<file path="config.mk">
export PLATFORM = sky130hd
export DESIGN_NAME = mfp_pin_config
export DESIGN_NICKNAME = d
export VERILOG_FILES = /design/src/rtl/mfp_pkg.sv /design/src/rtl/mfp_pin_config.sv
export SDC_FILE = /design/constraint.sdc
export NUM_CORES = 1
export LEC_CHECK = 0
export BUFFER_PORTS_ARGS = -buffer_cell sky130_fd_sc_hd__buf_2
export CAP_MARGIN = 40
export CORE_MARGIN = 1.5
export CORE_UTILIZATION = 56
export DETAILED_ROUTE_END_ITERATION = 6
export PLACE_DENSITY = 0.9
export SYNTH_ARGS = -nofsm -noshare
export SYNTH_HDL_FRONTEND = slang
export SYNTH_SLANG_ARGS = --single-unit
export TNS_END_PERCENT = 100
</file>
<file path="constraint.sdc">
create_clock -name clk -period 5.5 [get_ports clk]
set_input_delay 1.1 -clock clk [delete_from_list [all_inputs] [get_ports clk]]
set_output_delay 1.1 -clock clk [all_outputs]
set_load 0.05 [all_outputs]
</file>
<file path="src/rtl/mfp_pkg.sv">
// constants and types for the multifunction pin configuration block
//
// Overview of operation
// - out pin two function comes from bits 7-4: 0 off,1 level,2 irq,3 serial,4 clock
// - out pin three uses the same 4-bit selector and codes in its own register
// - out pin four uses the same selector; its low four bits read zero
// - function registers at page 0 offsets 23h-25h reset to zero, pins disabled
// - bidir pin as general output drives output-level bit 7
// - out pin one as general output drives output-level bit 6
// - out pins two to four drive level bits 5,4,3; bits 2-0 read zero
// - bidir pin as general input shows its level in monitor bit 7 at 2Ah
// - input function register at 2Bh resets zero; selectors in bits 6-4 and 2-0
// - input codes: 0 off,1 input,2 master clock,3 daisy serial,4-7 mic pairs
package mfp_pkg;
   // ----------------------------------------------------------------
   // register map, page 0
   // ----------------------------------------------------------------
   localparam logic [7:0] PAGE_CFG        = 8'h00;
   localparam logic [7:0] OFS_OUT_TWO     = 8'h23;
   localparam logic [7:0] OFS_OUT_THREE   = 8'h24;
   localparam logic [7:0] OFS_OUT_FOUR    = 8'h25;
   localparam logic [7:0] OFS_LEVELS      = 8'h29;
   localparam logic [7:0] OFS_MONITOR     = 8'h2A;
   localparam logic [7:0] OFS_IN_ONE_TWO  = 8'h2B;
   localparam logic [7:0] RESET_VALUE     = 8'h00;
   localparam logic [7:0] READ_UNMAPPED   = 8'h00;
   // ----------------------------------------------------------------
   // field positions
   // ----------------------------------------------------------------
   localparam int SEL_HI          = 7;
   localparam int SEL_LO          = 4;
   localparam int LVL_BIDIR       = 7;
   localparam int LVL_OUT_ONE     = 6;
   localparam int LVL_OUT_TWO     = 5;
   localparam int MON_BIT         = 7;
   localparam int IN_ONE_HI       = 6;
   localparam int IN_ONE_LO       = 4;
   localparam int IN_TWO_HI       = 2;
   localparam int IN_TWO_LO       = 0;
   localparam logic [7:0] LEVELS_MASK = 8'hF8;
   localparam logic [7:0] SEL_MASK    = 8'hF0;
   localparam logic [7:0] IN_MASK     = 8'h77;
   // ----------------------------------------------------------------
   // function codes
   // ----------------------------------------------------------------
   localparam logic [3:0] FN_OFF      = 4'h0;
   localparam logic [3:0] FN_LEVEL    = 4'h1;
   localparam logic [3:0] FN_IRQ      = 4'h2;
   localparam logic [3:0] FN_SERIAL   = 4'h3;
   localparam logic [3:0] FN_MICCLK   = 4'h4;
   localparam logic [3:0] FN_BIDIR_IN = 4'h9;
   localparam logic [2:0] IN_OFF      = 3'h0;
   localparam logic [2:0] IN_GENERAL  = 3'h1;
   localparam logic [2:0] IN_MCLK     = 3'h2;
   localparam logic [2:0] IN_DAISY    = 3'h3;
   localparam logic [2:0] IN_MIC_BASE = 3'h4;
   // ----------------------------------------------------------------
   // types
   // ----------------------------------------------------------------
   typedef struct packed {
      logic level;
      logic enable;
   } mfp_drive_t;
   typedef struct packed {
      logic irq;
      logic serialOut;
      logic micClock;
   } mfp_sources_t;
endpackage
</file>
<file path="src/rtl/mfp_pin_config.sv">
// multifunction pin function select, output levels and input monitor
`timescale 1ns/10ps
module mfp_pin_config (
   input  wire logic                  clk,
   input  wire logic                  reset,
   input  wire logic                  regWrite,
   input  wire logic                  regRead,
   input  wire logic [7:0]            regPage,
   input  wire logic [7:0]            regAddr,
   input  wire logic [7:0]            regWdata,
   output logic      [7:0]            regRdata,
   input  wire logic [3:0]            bidirSelect,
   input  wire logic [3:0]            outPinOneSelect,
   input  wire mfp_pkg::mfp_sources_t sources,
   input  wire logic                  bidirPinIn,
   output logic                       bidirPinOut,
   output logic                       bidirPinOe,
   output logic                       outPinOne,
   output logic                       outPinOneOe,
   output logic      [2:0]            outPinTwoToFour,
   output logic      [2:0]            outPinTwoToFourOe,
   input  wire logic [1:0]            inPins,
   output logic      [1:0]            inPinGeneral,
   output logic                       masterClockIn,
   output logic                       daisyChainSerialIn,
   output logic      [3:0]            micDataPair
);
   // ----------------------------------------------------------------
   // register file
   // ----------------------------------------------------------------
   logic [3:0] outSelect_q [3];
   logic [3:0] outSelect_d [3];
   logic [7:0] levels_q, levels_d;
   logic [7:0] inSelect_q, inSelect_d;
   logic [7:0] rdata_q, rdata_d;
   logic       syncA_q, syncB_q, monitor_q, monitor_d;
   logic       onPage;

   assign onPage = (regPage == mfp_pkg::PAGE_CFG);

   always_comb begin
      for (int i = 0; i < 3; i++) begin
         outSelect_d[i] = outSelect_q[i];
      end
      levels_d   = levels_q;
      inSelect_d = inSelect_q;
      if (regWrite && onPage) begin
         unique case (regAddr)
            mfp_pkg::OFS_OUT_TWO:    outSelect_d[0] = regWdata[mfp_pkg::SEL_HI:mfp_pkg::SEL_LO];
            mfp_pkg::OFS_OUT_THREE:  outSelect_d[1] = regWdata[mfp_pkg::SEL_HI:mfp_pkg::SEL_LO];
            mfp_pkg::OFS_OUT_FOUR:   outSelect_d[2] = regWdata[mfp_pkg::SEL_HI:mfp_pkg::SEL_LO];
            mfp_pkg::OFS_LEVELS:     levels_d   = regWdata & mfp_pkg::LEVELS_MASK;
            mfp_pkg::OFS_IN_ONE_TWO: inSelect_d = regWdata & mfp_pkg::IN_MASK;
            default: ;
         endcase
      end
   end

   // read data; reserved bits and unmapped offsets read zero
   always_comb begin
      rdata_d = rdata_q;
      if (regRead) begin
         rdata_d = mfp_pkg::READ_UNMAPPED;
         if (onPage) begin
            unique case (regAddr)
               mfp_pkg::OFS_OUT_TWO:    rdata_d = {outSelect_q[0], 4'h0};
               mfp_pkg::OFS_OUT_THREE:  rdata_d = {outSelect_q[1], 4'h0};
               mfp_pkg::OFS_OUT_FOUR:   rdata_d = {outSelect_q[2], 4'h0};
               mfp_pkg::OFS_LEVELS:     rdata_d = levels_q;
               mfp_pkg::OFS_MONITOR:    rdata_d = {monitor_q, 7'h00};
               mfp_pkg::OFS_IN_ONE_TWO: rdata_d = inSelect_q;
               default:                 rdata_d = mfp_pkg::READ_UNMAPPED;
            endcase
         end
      end
   end

   // monitor reads the second synchroniser flop only while the bidir pin is an input
   assign monitor_d = (bidirSelect == mfp_pkg::FN_BIDIR_IN) ? syncB_q : 1'b0;

   always_ff @(posedge clk or posedge reset) begin
      if (reset) begin
         for (int i = 0; i < 3; i++) begin
            outSelect_q[i] <= 4'h0;
         end
         levels_q   <= mfp_pkg::RESET_VALUE;
         inSelect_q <= mfp_pkg::RESET_VALUE;
         rdata_q    <= mfp_pkg::RESET_VALUE;
         syncA_q    <= 1'b0;
         syncB_q    <= 1'b0;
         monitor_q  <= 1'b0;
      end else begin
         outSelect_q <= outSelect_d;
         levels_q    <= levels_d;
         inSelect_q  <= inSelect_d;
         rdata_q     <= rdata_d;
         syncA_q     <= bidirPinIn;
         syncB_q     <= syncA_q;
         monitor_q   <= monitor_d;
      end
   end

   assign regRdata = rdata_q;

   // ----------------------------------------------------------------
   // output pin drivers
   // ----------------------------------------------------------------
   // reserved codes fall to the disabled case so a stray write cannot glitch a pin
   function automatic mfp_pkg::mfp_drive_t pinDrive(input logic [3:0] sel,
                                                    input logic       level,
                                                    input mfp_pkg::mfp_sources_t src);
      mfp_pkg::mfp_drive_t drv;
      drv = '{level: 1'b0, enable: 1'b0};
      case (sel)
         mfp_pkg::FN_LEVEL:  drv = '{level: level,         enable: 1'b1};
         mfp_pkg::FN_IRQ:    drv = '{level: src.irq,       enable: 1'b1};
         mfp_pkg::FN_SERIAL: drv = '{level: src.serialOut, enable: 1'b1};
         mfp_pkg::FN_MICCLK: drv = '{level: src.micClock,  enable: 1'b1};
         default:            drv = '{level: 1'b0,          enable: 1'b0};
      endcase
      return drv;
   endfunction

   mfp_pkg::mfp_drive_t bidir_d, bidir_q, one_d, one_q;
   mfp_pkg::mfp_drive_t pins_d [3];
   mfp_pkg::mfp_drive_t pins_q [3];

   always_comb begin
      bidir_d = pinDrive(bidirSelect, levels_q[mfp_pkg::LVL_BIDIR], sources);
      one_d   = pinDrive(outPinOneSelect, levels_q[mfp_pkg::LVL_OUT_ONE], sources);
      for (int i = 0; i < 3; i++) begin
         pins_d[i] = pinDrive(outSelect_q[i], levels_q[mfp_pkg::LVL_OUT_TWO - i], sources);
      end
   end

   always_ff @(posedge clk or posedge reset) begin
      if (reset) begin
         bidir_q <= '{level: 1'b0, enable: 1'b0};
         one_q   <= '{level: 1'b0, enable: 1'b0};
         for (int i = 0; i < 3; i++) begin
            pins_q[i] <= '{level: 1'b0, enable: 1'b0};
         end
      end else begin
         bidir_q <= bidir_d;
         one_q   <= one_d;
         pins_q  <= pins_d;
      end
   end

   assign bidirPinOut = bidir_q.level;
   assign bidirPinOe  = bidir_q.enable;
   assign outPinOne   = one_q.level;
   assign outPinOneOe = one_q.enable;

   genvar g;
   generate
      for (g = 0; g < 3; g++) begin : gOut
         assign outPinTwoToFour[g]   = pins_q[g].level;
         assign outPinTwoToFourOe[g] = pins_q[g].enable;
      end
   endgenerate

   // ----------------------------------------------------------------
   // input pin routing
   // ----------------------------------------------------------------
   logic [2:0] inSel [2];
   logic [1:0] gen_d, gen_q, mclk_d, mclk_q, daisy_d, daisy_q;
   logic [3:0] mic_d [2];
   logic [3:0] mic_q [2];

   assign inSel[0] = inSelect_q[mfp_pkg::IN_ONE_HI:mfp_pkg::IN_ONE_LO];
   assign inSel[1] = inSelect_q[mfp_pkg::IN_TWO_HI:mfp_pkg::IN_TWO_LO];

   generate
      for (g = 0; g < 2; g++) begin : gIn
         assign gen_d[g]   = (inSel[g] == mfp_pkg::IN_GENERAL) & inPins[g];
         assign mclk_d[g]  = (inSel[g] == mfp_pkg::IN_MCLK) & inPins[g];
         assign daisy_d[g] = (inSel[g] == mfp_pkg::IN_DAISY) & inPins[g];
         always_comb begin
            mic_d[g] = 4'h0;
            if (inSel[g] >= mfp_pkg::IN_MIC_BASE) begin
               mic_d[g][inSel[g][1:0]] = inPins[g];
            end
         end
      end
   endgenerate

   always_ff @(posedge clk or posedge reset) begin
      if (reset) begin
         gen_q    <= 2'h0;
         mclk_q   <= 2'h0;
         daisy_q  <= 2'h0;
         mic_q[0] <= 4'h0;
         mic_q[1] <= 4'h0;
      end else begin
         gen_q   <= gen_d;
         mclk_q  <= mclk_d;
         daisy_q <= daisy_d;
         mic_q   <= mic_d;
      end
   end

   assign inPinGeneral       = gen_q;
   assign masterClockIn      = |mclk_q;
   assign daisyChainSerialIn = |daisy_q;
   assign micDataPair        = mic_q[0] | mic_q[1];
endmodule

</file>
---- Word level (Yosys, flattened, before mapping) ----
Cells that the tools add are included.
cells by class
  $lt $le $gt $ge ......................... 6
  equality and inequality tests ........... 33
  muxes and demuxes ....................... 14
  bitwise operators ....................... 9
  reductions and logical operators ........ 11
operator list
  operator                                                            number
  == test 8 x 6 -> 1 bit (second input constant)                      6
  case mux 8 bit (6 select lines)                                     1
  == test 4 x 2 -> 1 bit (second input constant)                      10
  case mux 2 bit (4 select lines)                                     5
  == test 4 x 1 -> 1 bit (second input constant)                      5
  == test 4 x 3 -> 1 bit (second input constant)                      5
  == test 3 x 2 -> 1 bit (second input constant)                      4
  AND reduction 2 bit                                                 5
  bitwise AND 4 bit                                                   2
  zero test 8 bit                                                     1
  2-to-1 mux 4 bit                                                    2
  2-to-1 mux 8 bit                                                    1
  bitwise AND 1 bit                                                   6
  == test 3 x 1 -> 1 bit (second input constant)                      2
  greater-or-equal comparator 3 bit (second input constant)           2
  < comparator 2 x 3 -> 1 bit (second input constant)                 2
  demux 1 bit (select 2 bit)                                          2
  == test 4 bit (second input constant)                               1
  greater-or-equal comparator 2 x 1 -> 1 bit (second input constant)  2
  bitwise OR 4 bit                                                    1
  OR reduction 2 bit                                                  2
  logical AND 1 bit                                                   3
  2-to-1 mux 1 bit                                                    3
word-level totals
  register bits after elaboration ......... 58
  output and inout bits ................... 26
  logic and storage cells ................. 97

---- Depth between registers and ports, before layout ----
  depth after elaboration ................. 6
  gate-level depth with buffers ........... 5
  mapped depth without buffers ............ 4

---- Worst setup path after synthesis ----
No wires, ideal clock.
  path kind ............................... input to register
  start ................................... in regAddr[4]
  end ..................................... reg inSelect_q[0]
  setup time .............................. 0.125 ns
  arrival ................................. 2.557 ns
  data required time ...................... 5.375 ns
  slack ................................... 2.818 ns
  cell stages on the path ................. 5
  path buffers ............................ 1
  cells stage by stage .................... or4b_4 > nor4_4 > nor2b_2 > buf_6 > mux2_4
between the ends
  cells in the longest elaborated chain, start to end .. 2
ends and longest elaborated chain
  item                           RTL line              RTL
  start: declaration             mfp_pin_config.sv:9   input wire logic [7:0] regAddr,
  == test 8 x 6 -> 1 bit         mfp_pin_config.sv:48  unique case (regAddr)
  AND reduction 2 bit (no line)  n/a
  end signal: assignment         mfp_pin_config.sv:87  inSelect_q <= mfp_pkg::RESET_VALUE;
  end signal: assignment         mfp_pin_config.sv:95  inSelect_q <= inSelect_d;
  end: declaration               mfp_pin_config.sv:34  logic [7:0] inSelect_q, inSelect_d;
Every way passes these cells.
A chain may end at the register's enable or synchronous reset.

---- Worst setup path in the final report ----
  start ................................... in regAddr[4]
  end ..................................... reg inSelect_q[4]
Same word-level chain as after synthesis.

==> metrics.cfg <==
[finish]
drive_gt1_share_pct = 40.20
fin_nets = 338
fin_util_pct = 73.68
antenna_cells = 0
layout_common_cells = 67 x buf_2, 58 x dfrtp_1, 25 x nor2_1
layout_commonest_cell = buf_2
areaGrowthSynthToFinish_pct = 24.09

[clocking]
cts_buffers = 9
cts_buffer_depth = 2
post-cts-setup-buffer-count = 0
hold_buffers = 0
cts-root-buf = clkbuf_8
cts_resized = 0
cts.sinks = 58
clk_latency_ns = 0.33
cts_tree = done
htreeDepth = 3
cts.clk_slew.worst_paths_ns = 0.06

[sta]
setup_viol = 0
hold_slack_ns = 0.3529
fin_crit_sh_pct = 48.69
fin_ws_ns = 2.822
worst_pin_slew_ns = 0.7204
rsz0062_at_grt = false
maxSlewViolCount = 0
hold_viol_final = 0
fmax_mhz = 373.4
fin_tns_setup_ns = 0
clock_skew_ns = 0.005840
min_period_ns = 2.678
slew-limit-headroom_pct = 51.87

[die]
ios = 68
die-width_microns = 71.65
die_h_microns = 71.65
placementRows = 24
die_area_sq_mm = 0.005133
core-area_sq_mm = 0.004444
start_util_pct = 59.38

[power_and_ir_drop]
switching_power_uw = 207.2
p_per_area_mw_per_mm2 = 290.0
seq_power_share_pct = 45.3
power_frac_comb_pct = 6.4
finalPower_uw = 949.7
leakage_nw = 1.663
ir_drop_v = 0.0002106
internal_power_uw = 742.4
swShare_pct = 21.82
power.clock.fraction_pct = 48.3

[critical_path]
start_kind = primary input
critPathMaxFanout = 6
end_kind = flop
crit_type = in2reg
arrival_ns = 2.90
critPathRequiredTime_ns = 5.72

[logic_synthesis]
avgSynthCellArea_sq_um = 11.94
ys_ff_latch = 58
synth_nets = 263
netlist_instances = 221
synth_area_sq_mm = 0.002639
ys_types = 40
yosysTopAreaCellShare_pct = 55.00
yosys_warnings = 0
yosys.area.top_type = dfrtp_1
synth.area.top_cells = dfrtp_1 55%, mux2_2 8.1%, mux2i_1 3.8%
ys_seq_area_share_pct = 55.00

[routing]
drc = 4
dr_total_vias = 1986
wire_per_inst_microns = 15.93
routed_wl_microns = 5622
drt_iter0_drc = 113
first_pass_iters = 6
viasPerCell = 5.626
antenna_left = 0

[global_route]
grt_max_degree = 37
grt_remaining_overflow = 0
grt_pass1_vias = 1982
grt_use_total_pct = 24.41
grt_antenna_before_repair = 0
grt_pass1_wl_microns = 9390

[place]
dp_slack_ns = 2.478
io_buffer_count = 67
dp_hpwl_microns = 4166
place.gp.congestion = 0.8960

[run_status]
status = finished with violations
violations = DRC

[job]
cap_violations = 0

[hold_path]
holdCritPathClass = reg2reg

-- routing by layer --
layer	routed length (microns)	vias to the layer above	global-route usage, %
li1	-	941	-
met4	127	0	12.37
met3	270	12	7.032
met1	2392	973	29.63
met2	2831	60	39.81
met5	0	-	0
-- cells by family (layout without fill, tap and decap cells) --
logic type             Yosys count  after routing  synth area share, %
AND/OR/NAND/NOR                 89             89                19.06
flip-flops                      58             58                55.00
multiplexers                    35             35                15.32
AO/OA/AOI/OAI                   27             27                7.682
buffers and inverters            7             87                1.280
XOR/XNOR                         5              5                1.659
-- power groups by stage --
stage          registers [mW]  logic [mW]  clock network [mW]
3_3_place_gp            0.438      0.0573                   0
6_report                0.430      0.0609               0.459
2_1_floorplan           0.444      0.0237                   0
3_5_place_dp            0.438      0.0607                   0
4_1_cts                 0.430      0.0612               0.460
5_1_grt                 0.430      0.0670               0.486
-- registers in the layout, summed over array words and instances, names as in the netlist, 2 cells and up --
signal,flops
regRdata,8
mclk_q,2
outPinTwoToFourOe,3
outPinTwoToFour,3
inPinGeneral,2
daisy_q,2
inSelect_q,6
levels_q,5
outSelect_q,12
mic_q,8
-- final cells by class --
type	instances	area, sq um
inverter	3	11.26
timing repair buffer	68	355.3
clock inverter	4	72.57
clock buffer	12	165.2
tap	52	65.06
multi-input combinational	156	1154
sequential	58	1451
fill	300	1170
-- synth_stat cells --
| cell | n |
|---|---|
| a211oi_1 | 1 |
| a21boi_0 | 1 |
| a21o_1 | 1 |
| a21oi_1 | 6 |
| a222oi_1 | 2 |
| a22o_1 | 6 |
| a2bb2oi_1 | 1 |
| a31oi_1 | 1 |
| a32o_1 | 1 |
| and2_1 | 1 |
| and3b_1 | 1 |
| and4_1 | 2 |
| buf_6 | 1 |
| clkbuf_1 | 3 |
| dfrtp_1 | 58 |
| inv_1 | 3 |
| mux2_2 | 19 |
| mux2_4 | 6 |
| mux2i_1 | 10 |
| nand2_1 | 15 |
| nand2b_1 | 11 |
| nand3_1 | 5 |
| nand3b_1 | 3 |
| nand4_1 | 2 |
| nand4b_1 | 1 |
| nor2_1 | 25 |
| nor2b_1 | 4 |
| nor2b_2 | 1 |
| nor3_1 | 3 |
| nor3b_1 | 3 |
| nor4_1 | 1 |
| nor4_4 | 1 |
| nor4bb_1 | 1 |
| o211ai_1 | 1 |
| o21ai_0 | 2 |
| o2bb2ai_1 | 4 |
| or2_2 | 6 |
| or4_4 | 2 |
| or4b_4 | 1 |
| xor2_1 | 5 |
-- through the flow --
stage / cell area [sq um] / instances
after floorplan: 2639 / 221
after global placement: 3017 / 336
after detailed placement: 3037 / 337
after CTS: 3274 / 353
after global routing: 3274 / 353
final: 3274 / 353
-- worst max-delay path: stages --
cell     delay, ns
buf_2         0.10
or4b_4        0.56
nor4_4        0.35
nor2b_2       0.46
mux2_4        0.34
-- path summary, 6_finish.rpt --
check / to / startpoint / slack, ns / cells after the start
max: inSelect_q[4] / regAddr[4] / 2.82 / 5
max in group asynchronous: outSelect_q[1] / reset / 4.17 / 3
min in group asynchronous: outPinTwoToFour[0] / reset / 0.78 / 2
min reg2reg: syncB_q / syncA_q / 0.35 / 0
max reg2reg: regRdata[5] / outSelect_q[5] / 4.19 / 4
min: syncB_q / syncA_q / 0.35 / 0
Note: power is estimated with default switching activity, not from simulation.
